--- config.mk ---
export PLATFORM = sky130hd
export DESIGN_NAME = slh_top
export DESIGN_NICKNAME = d
export VERILOG_FILES = /design/src/slh_pkg.sv /design/src/slh_top.sv
export SDC_FILE = /design/constraint.sdc
export NUM_CORES = 1
export LEC_CHECK = 0
export ABC_AREA = 1
export BUFFER_PORTS_ARGS = -buffer_cell sky130_fd_sc_hd__buf_2
export CAP_MARGIN = 20
export CORE_MARGIN = 2
export CORE_UTILIZATION = 50
export DETAILED_ROUTE_END_ITERATION = 8
export GPL_TIMING_DRIVEN = 0
export HOLD_SLACK_MARGIN = 0.03
export PLACE_DENSITY = 0.71
export REMOVE_ABC_BUFFERS = 1
export SETUP_SLACK_MARGIN = 0.3
export SYNTH_ARGS = -nofsm -noshare
export SYNTH_HDL_FRONTEND = slang
export SYNTH_SLANG_ARGS = --single-unit
--- constraint.sdc ---
create_clock -name i_sys_clk -period 2.96 [get_ports i_sys_clk]
set_clock_uncertainty 0.1 [all_clocks]
set_input_delay 0.592 -clock i_sys_clk [delete_from_list [all_inputs] [get_ports i_sys_clk]]
set_output_delay 0.592 -clock i_sys_clk [all_outputs]
set_load 0.01 [all_outputs]
--- src/slh_pkg.sv ---
// Constants for the strap, LED and host signal pin block, plus its pin synchroniser.
// Assumes one 20 MHz system clock and an Avalon-MM master for the register bus.
//
// Summary of operation
// - Each LED pin is driven low to light and high to darken.
// - Global control bit 9 picks speed plus link/activity, or activity plus link.
// - Activity LEDs blink during traffic; link LEDs stay lit while link is up.
// - Speed LED is lit at 100 Mb/s and dark at 10 Mb/s.
// - First LED pin level is latched at reset as 16-bit or 8-bit bus width.
// - Wake output asserts on a wake event, polarity set in software, default low.
// - Interrupt pin only drives low while an unmasked status bit is set; pull-up returns high.
// - EEPROM data pin level is latched at reset as EEPROM present or absent.
// - EEPROM clock pin level is latched at reset as big or little endian.
// - Device makes the EEPROM clock: 4 us at speed field 11, 800 ns at 00.
// - A dedicated select output picks the EEPROM while software holds EEPROM control bit 0 set.

package slh_pkg;
  // Clock
  localparam int unsigned CLK_PERIOD_NS = 50;

  // Register byte offsets
  localparam logic [4:0] REG_GLOBAL_CTRL = 5'h00;
  localparam logic [4:0] REG_BUS_SPEED = 5'h04;
  localparam logic [4:0] REG_WAKE_CTRL = 5'h08;
  localparam logic [4:0] REG_STATUS = 5'h0C;
  localparam logic [4:0] REG_MASK = 5'h10;
  localparam logic [4:0] REG_STRAP = 5'h14;
  localparam logic [4:0] REG_EEPROM = 5'h18;

  // Field positions
  localparam int unsigned GC_LED_MODE_BIT = 9;
  localparam int unsigned WK_POL_BIT = 0;
  localparam int unsigned ST_WAKE_BIT = 0;
  localparam int unsigned ST_LINK_BIT = 1;
  localparam int unsigned ST_READ_BIT = 2;
  localparam int unsigned ST_WRITE_BIT = 3;
  localparam int unsigned STATUS_W = 4;
  localparam int unsigned EE_SEL_BIT = 0;
  localparam int unsigned EE_RUN_BIT = 1;
  localparam int unsigned EE_DOUT_BIT = 2;
  localparam int unsigned EE_DOE_BIT = 3;
  localparam int unsigned EE_DIN_BIT = 4;
  localparam int unsigned EE_CTRL_W = 4;

  // Reset values
  localparam logic [31:0] GLOBAL_CTRL_RST = 32'h0000_0000;
  localparam logic [1:0] BUS_SPEED_RST = 2'h3;
  localparam logic [1:0] BUS_SPEED_FAST = 2'h0;
  localparam logic WAKE_POL_RST = 1'b0;
  localparam logic [STATUS_W-1:0] MASK_RST = 4'h0;
  localparam logic [EE_CTRL_W-1:0] EE_CTRL_RST = 4'h0;

  // Pin synchroniser bit positions
  localparam int unsigned SY_LED1 = 0;
  localparam int unsigned SY_EED = 1;
  localparam int unsigned SY_EEPROM_SERIAL_CLK = 2;
  localparam int unsigned SY_IRQ = 3;
  localparam int unsigned SY_RD = 4;
  localparam int unsigned SY_WR = 5;
  localparam int unsigned SY_W = 6;

  // Strap capture waits for the synchroniser to fill
  localparam logic [1:0] STRAP_WAIT_CYC = 2'h3;

  // EEPROM serial clock: half period in cycles, derived from the printed period
  localparam int unsigned EEPROM_SERIAL_CLK_SLOW_NS = 4000;
  localparam int unsigned EEPROM_SERIAL_CLK_FAST_NS = 800;
  localparam logic [6:0] EEPROM_SERIAL_CLK_SLOW_HALF = 7'(EEPROM_SERIAL_CLK_SLOW_NS / (2 * CLK_PERIOD_NS));
  localparam logic [6:0] EEPROM_SERIAL_CLK_FAST_HALF = 7'(EEPROM_SERIAL_CLK_FAST_NS / (2 * CLK_PERIOD_NS));

  // LED blink half period and activity hold
  localparam int unsigned BLINK_HALF_US = 50000;
  localparam int unsigned BLINK_HALF_CYC = BLINK_HALF_US * 1000 / CLK_PERIOD_NS;
  localparam logic [1:0] ACT_HOLD_TICKS = 2'h2;
endpackage

`timescale 1ns/10ps
// Two-flop synchroniser for asynchronous pin inputs
module slh_sync #(
  parameter int unsigned W = 1
) (
  input wire logic i_sys_clk,
  input wire logic i_resetn,
  input wire logic [W-1:0] i_async,
  output logic [W-1:0] o_sync
);
  logic [W-1:0] meta_q;
  logic [W-1:0] sync_q;

  // Pull-up idle level chosen so strobes read inactive during reset
  always_ff @(posedge i_sys_clk or negedge i_resetn) begin
    if (!i_resetn) begin
      meta_q <= '1;
      sync_q <= '1;
    end else begin
      meta_q <= i_async;
      sync_q <= meta_q;
    end
  end

  assign o_sync = sync_q;
endmodule

--- src/slh_top.sv ---
// Pin logic: port LEDs, reset straps, wake and interrupt pins, host strobes, EEPROM clock.
// Assumes pins are asynchronous, MAC status inputs share i_sys_clk, Avalon-MM master.
`timescale 1ns/10ps
module slh_top
  import slh_pkg::*;
#(
  parameter int unsigned P_BLINK_CYC = BLINK_HALF_CYC
) (
  input wire logic i_sys_clk,
  input wire logic i_resetn,
  // Avalon-MM slave
  input wire logic [4:0] i_avs_address,
  input wire logic i_avs_read,
  input wire logic i_avs_write,
  input wire logic [3:0] i_avs_byteenable,
  input wire logic [31:0] i_avs_writedata,
  output logic [31:0] o_avs_readdata,
  output logic o_avs_waitrequest,
  // MAC / PHY status, same clock
  input wire logic i_link_up,
  input wire logic i_speed_100,
  input wire logic i_activity,
  input wire logic i_wake_event,
  // LED pins
  input wire logic i_port_led_first,
  output logic o_port_led_first,
  output logic o_port_led_first_oe,
  output logic o_port_led_second,
  // Host pins
  output logic o_wake_event_out,
  input wire logic i_host_irq_n,
  output logic o_host_irq_n,
  output logic o_host_irq_n_oe,
  input wire logic i_host_read_strobe_n,
  input wire logic i_host_write_strobe_n,
  output logic o_host_read_active,
  output logic o_host_write_active,
  // EEPROM pins
  input wire logic i_eeprom_data_io,
  output logic o_eeprom_data_io,
  output logic o_eeprom_data_io_oe,
  input wire logic i_eeprom_serial_clk,
  output logic o_eeprom_serial_clk,
  output logic o_eeprom_serial_clk_oe,
  output logic o_eeprom_select,
  // Latched straps
  output logic o_bus_16bit,
  output logic o_eeprom_present,
  output logic o_big_endian,
  // Interrupt
  output logic o_irq
);

  if (P_BLINK_CYC < 2 || P_BLINK_CYC > (1 << 20)) begin : g_bad_blink
    $error("P_BLINK_CYC must lie in 2 .. 2**20");
  end

  // Merge write data into a register under Avalon byte enables
  function automatic logic [31:0] be_merge(input logic [31:0] old_v, input logic [31:0] new_v,
                                           input logic [3:0] be);
    logic [31:0] r;
    r = old_v;
    for (int i = 0; i < 4; i++) begin
      if (be[i]) begin
        r[i*8 +: 8] = new_v[i*8 +: 8];
      end
    end
    return r;
  endfunction

  // Pin synchronisers
  logic [SY_W-1:0] pins_s;
  slh_sync #(
    .W(SY_W)
  ) u_sync (
    .i_sys_clk(i_sys_clk),
    .i_resetn(i_resetn),
    .i_async({i_host_write_strobe_n, i_host_read_strobe_n, i_host_irq_n,
              i_eeprom_serial_clk, i_eeprom_data_io, i_port_led_first}),
    .o_sync(pins_s)
  );

  // ---------------- Strap capture ----------------
  logic [1:0] strap_cnt_q, strap_cnt_d;
  logic strap_done_q, strap_done_d;
  logic bus16_q, bus16_d;
  logic ee_pres_q, ee_pres_d;
  logic big_end_q, big_end_d;

  // Capture once after the synchroniser has filled with post-reset pin levels
  always_comb begin
    strap_cnt_d = strap_cnt_q;
    strap_done_d = strap_done_q;
    bus16_d = bus16_q;
    ee_pres_d = ee_pres_q;
    big_end_d = big_end_q;
    if (!strap_done_q) begin
      if (strap_cnt_q == STRAP_WAIT_CYC) begin
        strap_done_d = 1'b1;
        bus16_d = pins_s[SY_LED1];
        ee_pres_d = pins_s[SY_EED];
        big_end_d = pins_s[SY_EEPROM_SERIAL_CLK];
      end else begin
        strap_cnt_d = strap_cnt_q + 2'h1;
      end
    end
  end

  always_ff @(posedge i_sys_clk or negedge i_resetn) begin
    if (!i_resetn) begin
      strap_cnt_q <= 2'h0;
      strap_done_q <= 1'b0;
      bus16_q <= 1'b0;
      ee_pres_q <= 1'b0;
      big_end_q <= 1'b0;
    end else begin
      strap_cnt_q <= strap_cnt_d;
      strap_done_q <= strap_done_d;
      bus16_q <= bus16_d;
      ee_pres_q <= ee_pres_d;
      big_end_q <= big_end_d;
    end
  end

  // ---------------- Register file ----------------
  logic [31:0] gctrl_q, gctrl_d;
  logic [1:0] bspeed_q, bspeed_d;
  logic wk_pol_q, wk_pol_d;
  logic [STATUS_W-1:0] status_q, status_d;
  logic [STATUS_W-1:0] mask_q, mask_d;
  logic [EE_CTRL_W-1:0] ee_ctrl_q, ee_ctrl_d;
  logic ack_q, ack_d;
  logic [31:0] rdata_q, rdata_d;
  logic link_prev_q, rd_prev_q, wr_prev_q;
  logic [STATUS_W-1:0] events;
  logic wr_hit;
  logic [31:0] wmerge;

  // Hardware events that set sticky status bits
  assign events[ST_WAKE_BIT] = i_wake_event;
  assign events[ST_LINK_BIT] = i_link_up ^ link_prev_q;
  assign events[ST_READ_BIT] = rd_prev_q & ~pins_s[SY_RD];
  assign events[ST_WRITE_BIT] = wr_prev_q & ~pins_s[SY_WR];

  // One wait state: the answer comes at the second edge of a request
  assign o_avs_waitrequest = (i_avs_read | i_avs_write) & ~ack_q;
  assign wr_hit = i_avs_write & ack_q; // Commit at the edge where waitrequest reads low

  // Register next state; a hardware set beats a same-cycle software clear
  always_comb begin
    gctrl_d = gctrl_q;
    bspeed_d = bspeed_q;
    wk_pol_d = wk_pol_q;
    mask_d = mask_q;
    ee_ctrl_d = ee_ctrl_q;
    status_d = status_q;
    rdata_d = rdata_q;
    ack_d = (i_avs_read | i_avs_write) & ~ack_q;
    wmerge = 32'h0000_0000;
    if (wr_hit) begin
      case (i_avs_address)
        REG_GLOBAL_CTRL: begin
          gctrl_d = be_merge(gctrl_q, i_avs_writedata, i_avs_byteenable);
        end
        REG_BUS_SPEED: begin
          wmerge = be_merge({30'h0, bspeed_q}, i_avs_writedata, i_avs_byteenable);
          bspeed_d = wmerge[1:0];
        end
        REG_WAKE_CTRL: begin
          wmerge = be_merge({31'h0, wk_pol_q}, i_avs_writedata, i_avs_byteenable);
          wk_pol_d = wmerge[WK_POL_BIT];
        end
        REG_STATUS: begin
          if (i_avs_byteenable[0]) begin
            status_d = status_q & ~i_avs_writedata[STATUS_W-1:0];
          end
        end
        REG_MASK: begin
          wmerge = be_merge({28'h0, mask_q}, i_avs_writedata, i_avs_byteenable);
          mask_d = wmerge[STATUS_W-1:0];
        end
        REG_EEPROM: begin
          wmerge = be_merge({28'h0, ee_ctrl_q}, i_avs_writedata, i_avs_byteenable);
          ee_ctrl_d = wmerge[EE_CTRL_W-1:0];
        end
        default: begin
          wmerge = 32'h0000_0000;
        end
      endcase
    end
    status_d = status_d | events;
    if (i_avs_read & ~ack_q) begin
      case (i_avs_address)
        REG_GLOBAL_CTRL: rdata_d = gctrl_q;
        REG_BUS_SPEED: rdata_d = {30'h0, bspeed_q};
        REG_WAKE_CTRL: rdata_d = {31'h0, wk_pol_q};
        REG_STATUS: rdata_d = {28'h0, status_q};
        REG_MASK: rdata_d = {28'h0, mask_q};
        REG_STRAP: rdata_d = {23'h0, ~pins_s[SY_WR], ~pins_s[SY_RD], pins_s[SY_IRQ],
                              i_speed_100, i_link_up, strap_done_q, big_end_q, ee_pres_q,
                              bus16_q};
        REG_EEPROM: rdata_d = {27'h0, pins_s[SY_EED], ee_ctrl_q};
        default: rdata_d = 32'h0000_0000;
      endcase
    end
  end

  always_ff @(posedge i_sys_clk or negedge i_resetn) begin
    if (!i_resetn) begin
      gctrl_q <= GLOBAL_CTRL_RST;
      bspeed_q <= BUS_SPEED_RST;
      wk_pol_q <= WAKE_POL_RST;
      status_q <= '0;
      mask_q <= MASK_RST;
      ee_ctrl_q <= EE_CTRL_RST;
      ack_q <= 1'b0;
      rdata_q <= 32'h0000_0000;
      link_prev_q <= 1'b0;
      rd_prev_q <= 1'b1;
      wr_prev_q <= 1'b1;
    end else begin
      gctrl_q <= gctrl_d;
      bspeed_q <= bspeed_d;
      wk_pol_q <= wk_pol_d;
      status_q <= status_d;
      mask_q <= mask_d;
      ee_ctrl_q <= ee_ctrl_d;
      ack_q <= ack_d;
      rdata_q <= rdata_d;
      link_prev_q <= i_link_up;
      rd_prev_q <= pins_s[SY_RD];
      wr_prev_q <= pins_s[SY_WR];
    end
  end

  assign o_avs_readdata = rdata_q;
  assign o_irq = |(status_q & mask_q);

  // ---------------- LED blink and activity hold ----------------
  logic [19:0] blink_cnt_q, blink_cnt_d;
  logic blink_q, blink_d;
  logic [1:0] act_hold_q, act_hold_d;
  logic blink_tick;
  logic act_on;

  assign blink_tick = (blink_cnt_q == 20'(P_BLINK_CYC - 1));
  assign act_on = (act_hold_q != 2'h0);

  // Hold keeps a short burst visible for a whole blink instead of a flicker
  always_comb begin
    blink_cnt_d = blink_tick ? 20'h0_0000 : blink_cnt_q + 20'h0_0001;
    blink_d = blink_tick ? ~blink_q : blink_q;
    act_hold_d = act_hold_q;
    if (i_activity) begin
      act_hold_d = ACT_HOLD_TICKS;
    end else if (blink_tick && act_on) begin
      act_hold_d = act_hold_q - 2'h1;
    end
  end

  always_ff @(posedge i_sys_clk or negedge i_resetn) begin
    if (!i_resetn) begin
      blink_cnt_q <= 20'h0_0000;
      blink_q <= 1'b0;
      act_hold_q <= 2'h0;
    end else begin
      blink_cnt_q <= blink_cnt_d;
      blink_q <= blink_d;
      act_hold_q <= act_hold_d;
    end
  end

  // ---------------- EEPROM serial clock ----------------
  logic [6:0] ee_div_q, ee_div_d;
  logic eeprom_serial_clk_q, eeprom_serial_clk_d;
  logic [6:0] ee_half;

  // Only field 00 selects the fast clock; every other field runs slow
  assign ee_half = (bspeed_q == BUS_SPEED_FAST) ? EEPROM_SERIAL_CLK_FAST_HALF : EEPROM_SERIAL_CLK_SLOW_HALF;

  always_comb begin
    ee_div_d = 7'h00;
    eeprom_serial_clk_d = 1'b0;
    if (ee_ctrl_q[EE_RUN_BIT] && strap_done_q) begin
      if (ee_div_q >= ee_half - 7'h01) begin
        eeprom_serial_clk_d = ~eeprom_serial_clk_q;
      end else begin
        ee_div_d = ee_div_q + 7'h01;
        eeprom_serial_clk_d = eeprom_serial_clk_q;
      end
    end
  end

  always_ff @(posedge i_sys_clk or negedge i_resetn) begin
    if (!i_resetn) begin
      ee_div_q <= 7'h00;
      eeprom_serial_clk_q <= 1'b0;
    end else begin
      ee_div_q <= ee_div_d;
      eeprom_serial_clk_q <= eeprom_serial_clk_d;
    end
  end

  // ---------------- Pin outputs ----------------
  logic led_first_lit;
  logic led_second_lit;
  logic led_first_q, led_second_q, wake_q;

  // LED meaning chosen by the global control bit
  always_comb begin
    if (gctrl_q[GC_LED_MODE_BIT]) begin
      led_first_lit = act_on & blink_q;
      led_second_lit = i_link_up;
    end else begin
      led_first_lit = i_link_up & i_speed_100;
      led_second_lit = i_link_up & ~(act_on & blink_q);
    end
  end

  // Registered pins; LEDs are low when lit
  always_ff @(posedge i_sys_clk or negedge i_resetn) begin
    if (!i_resetn) begin
      led_first_q <= 1'b1;
      led_second_q <= 1'b1;
      wake_q <= 1'b1;
    end else begin
      led_first_q <= ~led_first_lit;
      led_second_q <= ~led_second_lit;
      wake_q <= status_q[ST_WAKE_BIT] ^ ~wk_pol_q;
    end
  end

  // Strap pins stay undriven until the straps are held
  assign o_port_led_first = led_first_q;
  assign o_port_led_first_oe = strap_done_q;
  assign o_port_led_second = led_second_q;
  assign o_wake_event_out = wake_q;
  assign o_host_irq_n = 1'b0;
  assign o_host_irq_n_oe = o_irq;
  assign o_host_read_active = ~pins_s[SY_RD];
  assign o_host_write_active = ~pins_s[SY_WR];
  assign o_eeprom_data_io = ee_ctrl_q[EE_DOUT_BIT];
  assign o_eeprom_data_io_oe = ee_ctrl_q[EE_DOE_BIT] & strap_done_q;
  assign o_eeprom_serial_clk = eeprom_serial_clk_q;
  assign o_eeprom_serial_clk_oe = strap_done_q;
  assign o_eeprom_select = ee_ctrl_q[EE_SEL_BIT];
  assign o_bus_16bit = bus16_q;
  assign o_eeprom_present = ee_pres_q;
  assign o_big_endian = big_end_q;
endmodule

==> qor.yml <==
seq_area_um2: 3400
grt_use_total_pct: 21.2
power_frac_clock_pct: 47.6
placeableCoreArea_um2: 11900
route.detailed.drc: 0
start_util_pct: 50.9
critical_path.cell_chain: "nor2_2, buf_8, inv_2, o31ai_1"
cts.reportedPaths.clkPinSlew_ns: 0.06
r2r_start: "ack_q"
slew_headroom_pct: 55.7
synthFlopType: "dfrtp_1"
io_pins: 105
slowest_stage: "nor2_2"
vdd_ir_drop_max_uv: 476
status: "finished clean"
cpLargestDelayFamily: "simple AND/OR/NAND/NOR gates"
globalRouteOverflowTotal: 0
instances_no_fill: 944
drtPass1Iterations: 5
synth-seq-cells: 135
crit_buf_inv: 2
grt_pass1_wl_mm: 21.4
synth_cells: 677
power_leakage_uw: 0.00377
cp-startpoint: "ack_q"
nNetsFinal: 844
yosys.cell_count.top_type: "nand2_1"
netSwitchingFraction_pct: 23.4
cts_tree: "yes"
cts_buffers: 17
clk_latency_ns: 0.42
clock_sinks: 135
diodes: 0
synth_area_leader_cell: "dfrtp_1"
synth_area_leaders: "dfrtp_1, nand2_1, dfstp_2"
fillers: 1041
p_sw_uw: 1020
p_seq_share_pct: 45.4
h-tree-depth: 4
grt_pass1_vias: 4567
slew_violations: 0
syn_area_per_cell_um2: 8.95
rsz0062_at_grt: "no"
hold_ws_ns: 0.169
multi_input_comb_area_um2: 2200
drv_cap: 0
worst_ep_arrival_time_ns: 2.34
die_area_um2: 13000
area_delta_synth_final_pct: 20.2
period_needed_ns: 2.13
synth.distinct_cells: 37
worstMarginPinSlew_ns: 0.664
final_antenna_net_count: 0
synthTopCellsByCount: "nand2_1, dfrtp_1, inv_1, nor2_1, o21ai_0"
vias: 4724
powerDensity_nw_per_um2: 600
synth_area_um2: 6060
wirelength_mm: 13.0
routed_via_density: 5.00
antenna_found_initial: 0
max_stage_delay_ns: 0.55
grt_start_max_net_pins: 102
yosys_warnings: 0
finalSetupTns_ns: 0
wl_per_cell_um: 13.8
die_h_um: 114
port-buffer-count: 103
place_hpwl_mm: 9.23
synth_edf_count: 0
clockRootBuffer: "clkbuf_16"
p_int_uw: 3350
final_hold_viol_count: 0
gp_congestion: 0.921
placementRows: 40
criticalPathCategory: "reg2reg"
yosysSeqAreaShare_pct: 56.2
clock_path_buffers: 2
whs_path_depth: 1
drtIter0Drc: 308
max_freq_ghz: 0.469
setup_violations: 0
min_to: "u_sync.meta_q[5]"
worstPathRequired_ns: 3.17
critPathMaxFanout: 38
placed_cells: 911
synthArstFlopShare_pct: 100
die_x_um: 114
cp-end-kind: "flop"
reg2reg_to: "o_avs_readdata[25]"
combPwrFrac_pct: 7.0
netlist.area_leader.share_pct: 47.9
drive_gt1_share_pct: 24.8
startpoint_type: "flop"
min_path_type: "in2reg"
hold_path.startpoint: "i_host_write_strobe_n"
reg2reg_depth: 4
regToRegSetupSlack_ns: 0.83
post-route-period-util_pct: 72.0
-- power by group through the flow --
| stage | logic, µW | clock network [µW] | registers (µW) |
|---|---|---|---|
| floorplan | 144 | 0 | 2010 |
| detailed placement | 309 | 0 | 2020 |
| global placement | 292 | 0 | 2010 |
| CTS | 312 | 2120 | 1990 |
| finish | 306 | 2080 | 1990 |
| global route | 347 | 2200 | 1990 |
-- flip-flops by register name, summed over array words and instances (netlist names), 2 cells and up --
register        cells
o_avs_readdata     32
blink_cnt_q        20
u_sync.meta_q       6
gctrl_q            32
strap_cnt_q         2
act_hold_q          2
mask_q              4
ee_ctrl_q           4
u_sync.o_sync       6
bspeed_q            2
status_q            4
ee_div_q            7
-- layout by cell type (no fill, tap or decap), types with 5 or more instances in the layout --
master | netlist | routed
dfrtp_1 | 116 | 116
nand4_1 | 17 | 17
nor2_1 | 66 | 66
xor2_1 | 11 | 11
a21oi_2 | 5 | 5
buf_2 | 5 | 102
dfstp_2 | 19 | 19
clkinvlp_4 | 0 | 5
inv_1 | 83 | 83
nor3_1 | 9 | 9
nand2_1 | 193 | 193
ha_1 | 5 | 5
o21ai_2 | 19 | 19
a21oi_1 | 5 | 5
o21ai_0 | 40 | 40
clkbuf_16 | 0 | 17
nand3_1 | 30 | 30
o31ai_1 | 5 | 5
-- kinds of logic (layout without fill, tap and decap cells) --
kind of cell	after synthesis	in the layout	share of synthesized area, %
AND/OR/NAND/NOR	331	331	23.9
flip-flops	135	135	56.2
adder cells (fa/ha/maj)	5	5	1.03
AO/OA/AOI/OAI	84	84	8.84
XOR/XNOR	14	14	2.02
buffers and inverters	104	224	7.46
multiplexers	3	3	0.558
other	1	1	0.0619
-- what timing repair did --
item	in CTS	in global routing
resized for setup	0	0
hold buffers	1	0
endpoints found under the hold margin	31	0
setup buffers	0	0
-- layer usage --
metal / share of wire (%) / track usage (%)
met5: 0 / 0
met4: 1.5 / 8.29
met3: 4.2 / 6.25
met2: 50 / 34.4
met1: 44 / 26.8
-- per-stage QoR --
step | setup slack, ns | total power [µW] | util [%] | area [µm²]
after global routing | 0.661 | 4540 | 61.1 | 7280
after floorplan | 0.953 | 2160 | - | 5930
after detailed placement | 0.601 | 2330 | 56.1 | 6680
after CTS | 0.802 | 4420 | 61.1 | 7280
after global placement | -0.569 | 2300 | 55.7 | 6630
final | 0.829 | 4370 | 61.1 | 7280
-- worst max path at each step --
| stage | to | cells after the start | slack (ns) |
|---|---|---|---|
| 6_report | o_avs_readdata[25] | 4 | 0.83 |
| 5_1_grt | o_avs_readdata[30] | 4 | 0.66 |
| 4_1_cts | o_avs_readdata[25] | 4 | 0.80 |
| 3_5_place_dp | gctrl_q[8] | 7 | 0.60 |
| 3_3_place_gp | gctrl_q[31] | 1 | -0.57 |
| 2_1_floorplan | o_avs_readdata[22] | 4 | 0.95 |
-- layout make-up --
type,instances,area share [%]
Inverter,86,4.47
Clock buffer,20,6.41
Sequential cell,135,46.7
Timing Repair Buffer,106,7.89
Clock inverter,12,1.74
Multi-Input combinational cell,438,30.3
Tap cell,147,2.53
Power figures use the tool's default switching activity.
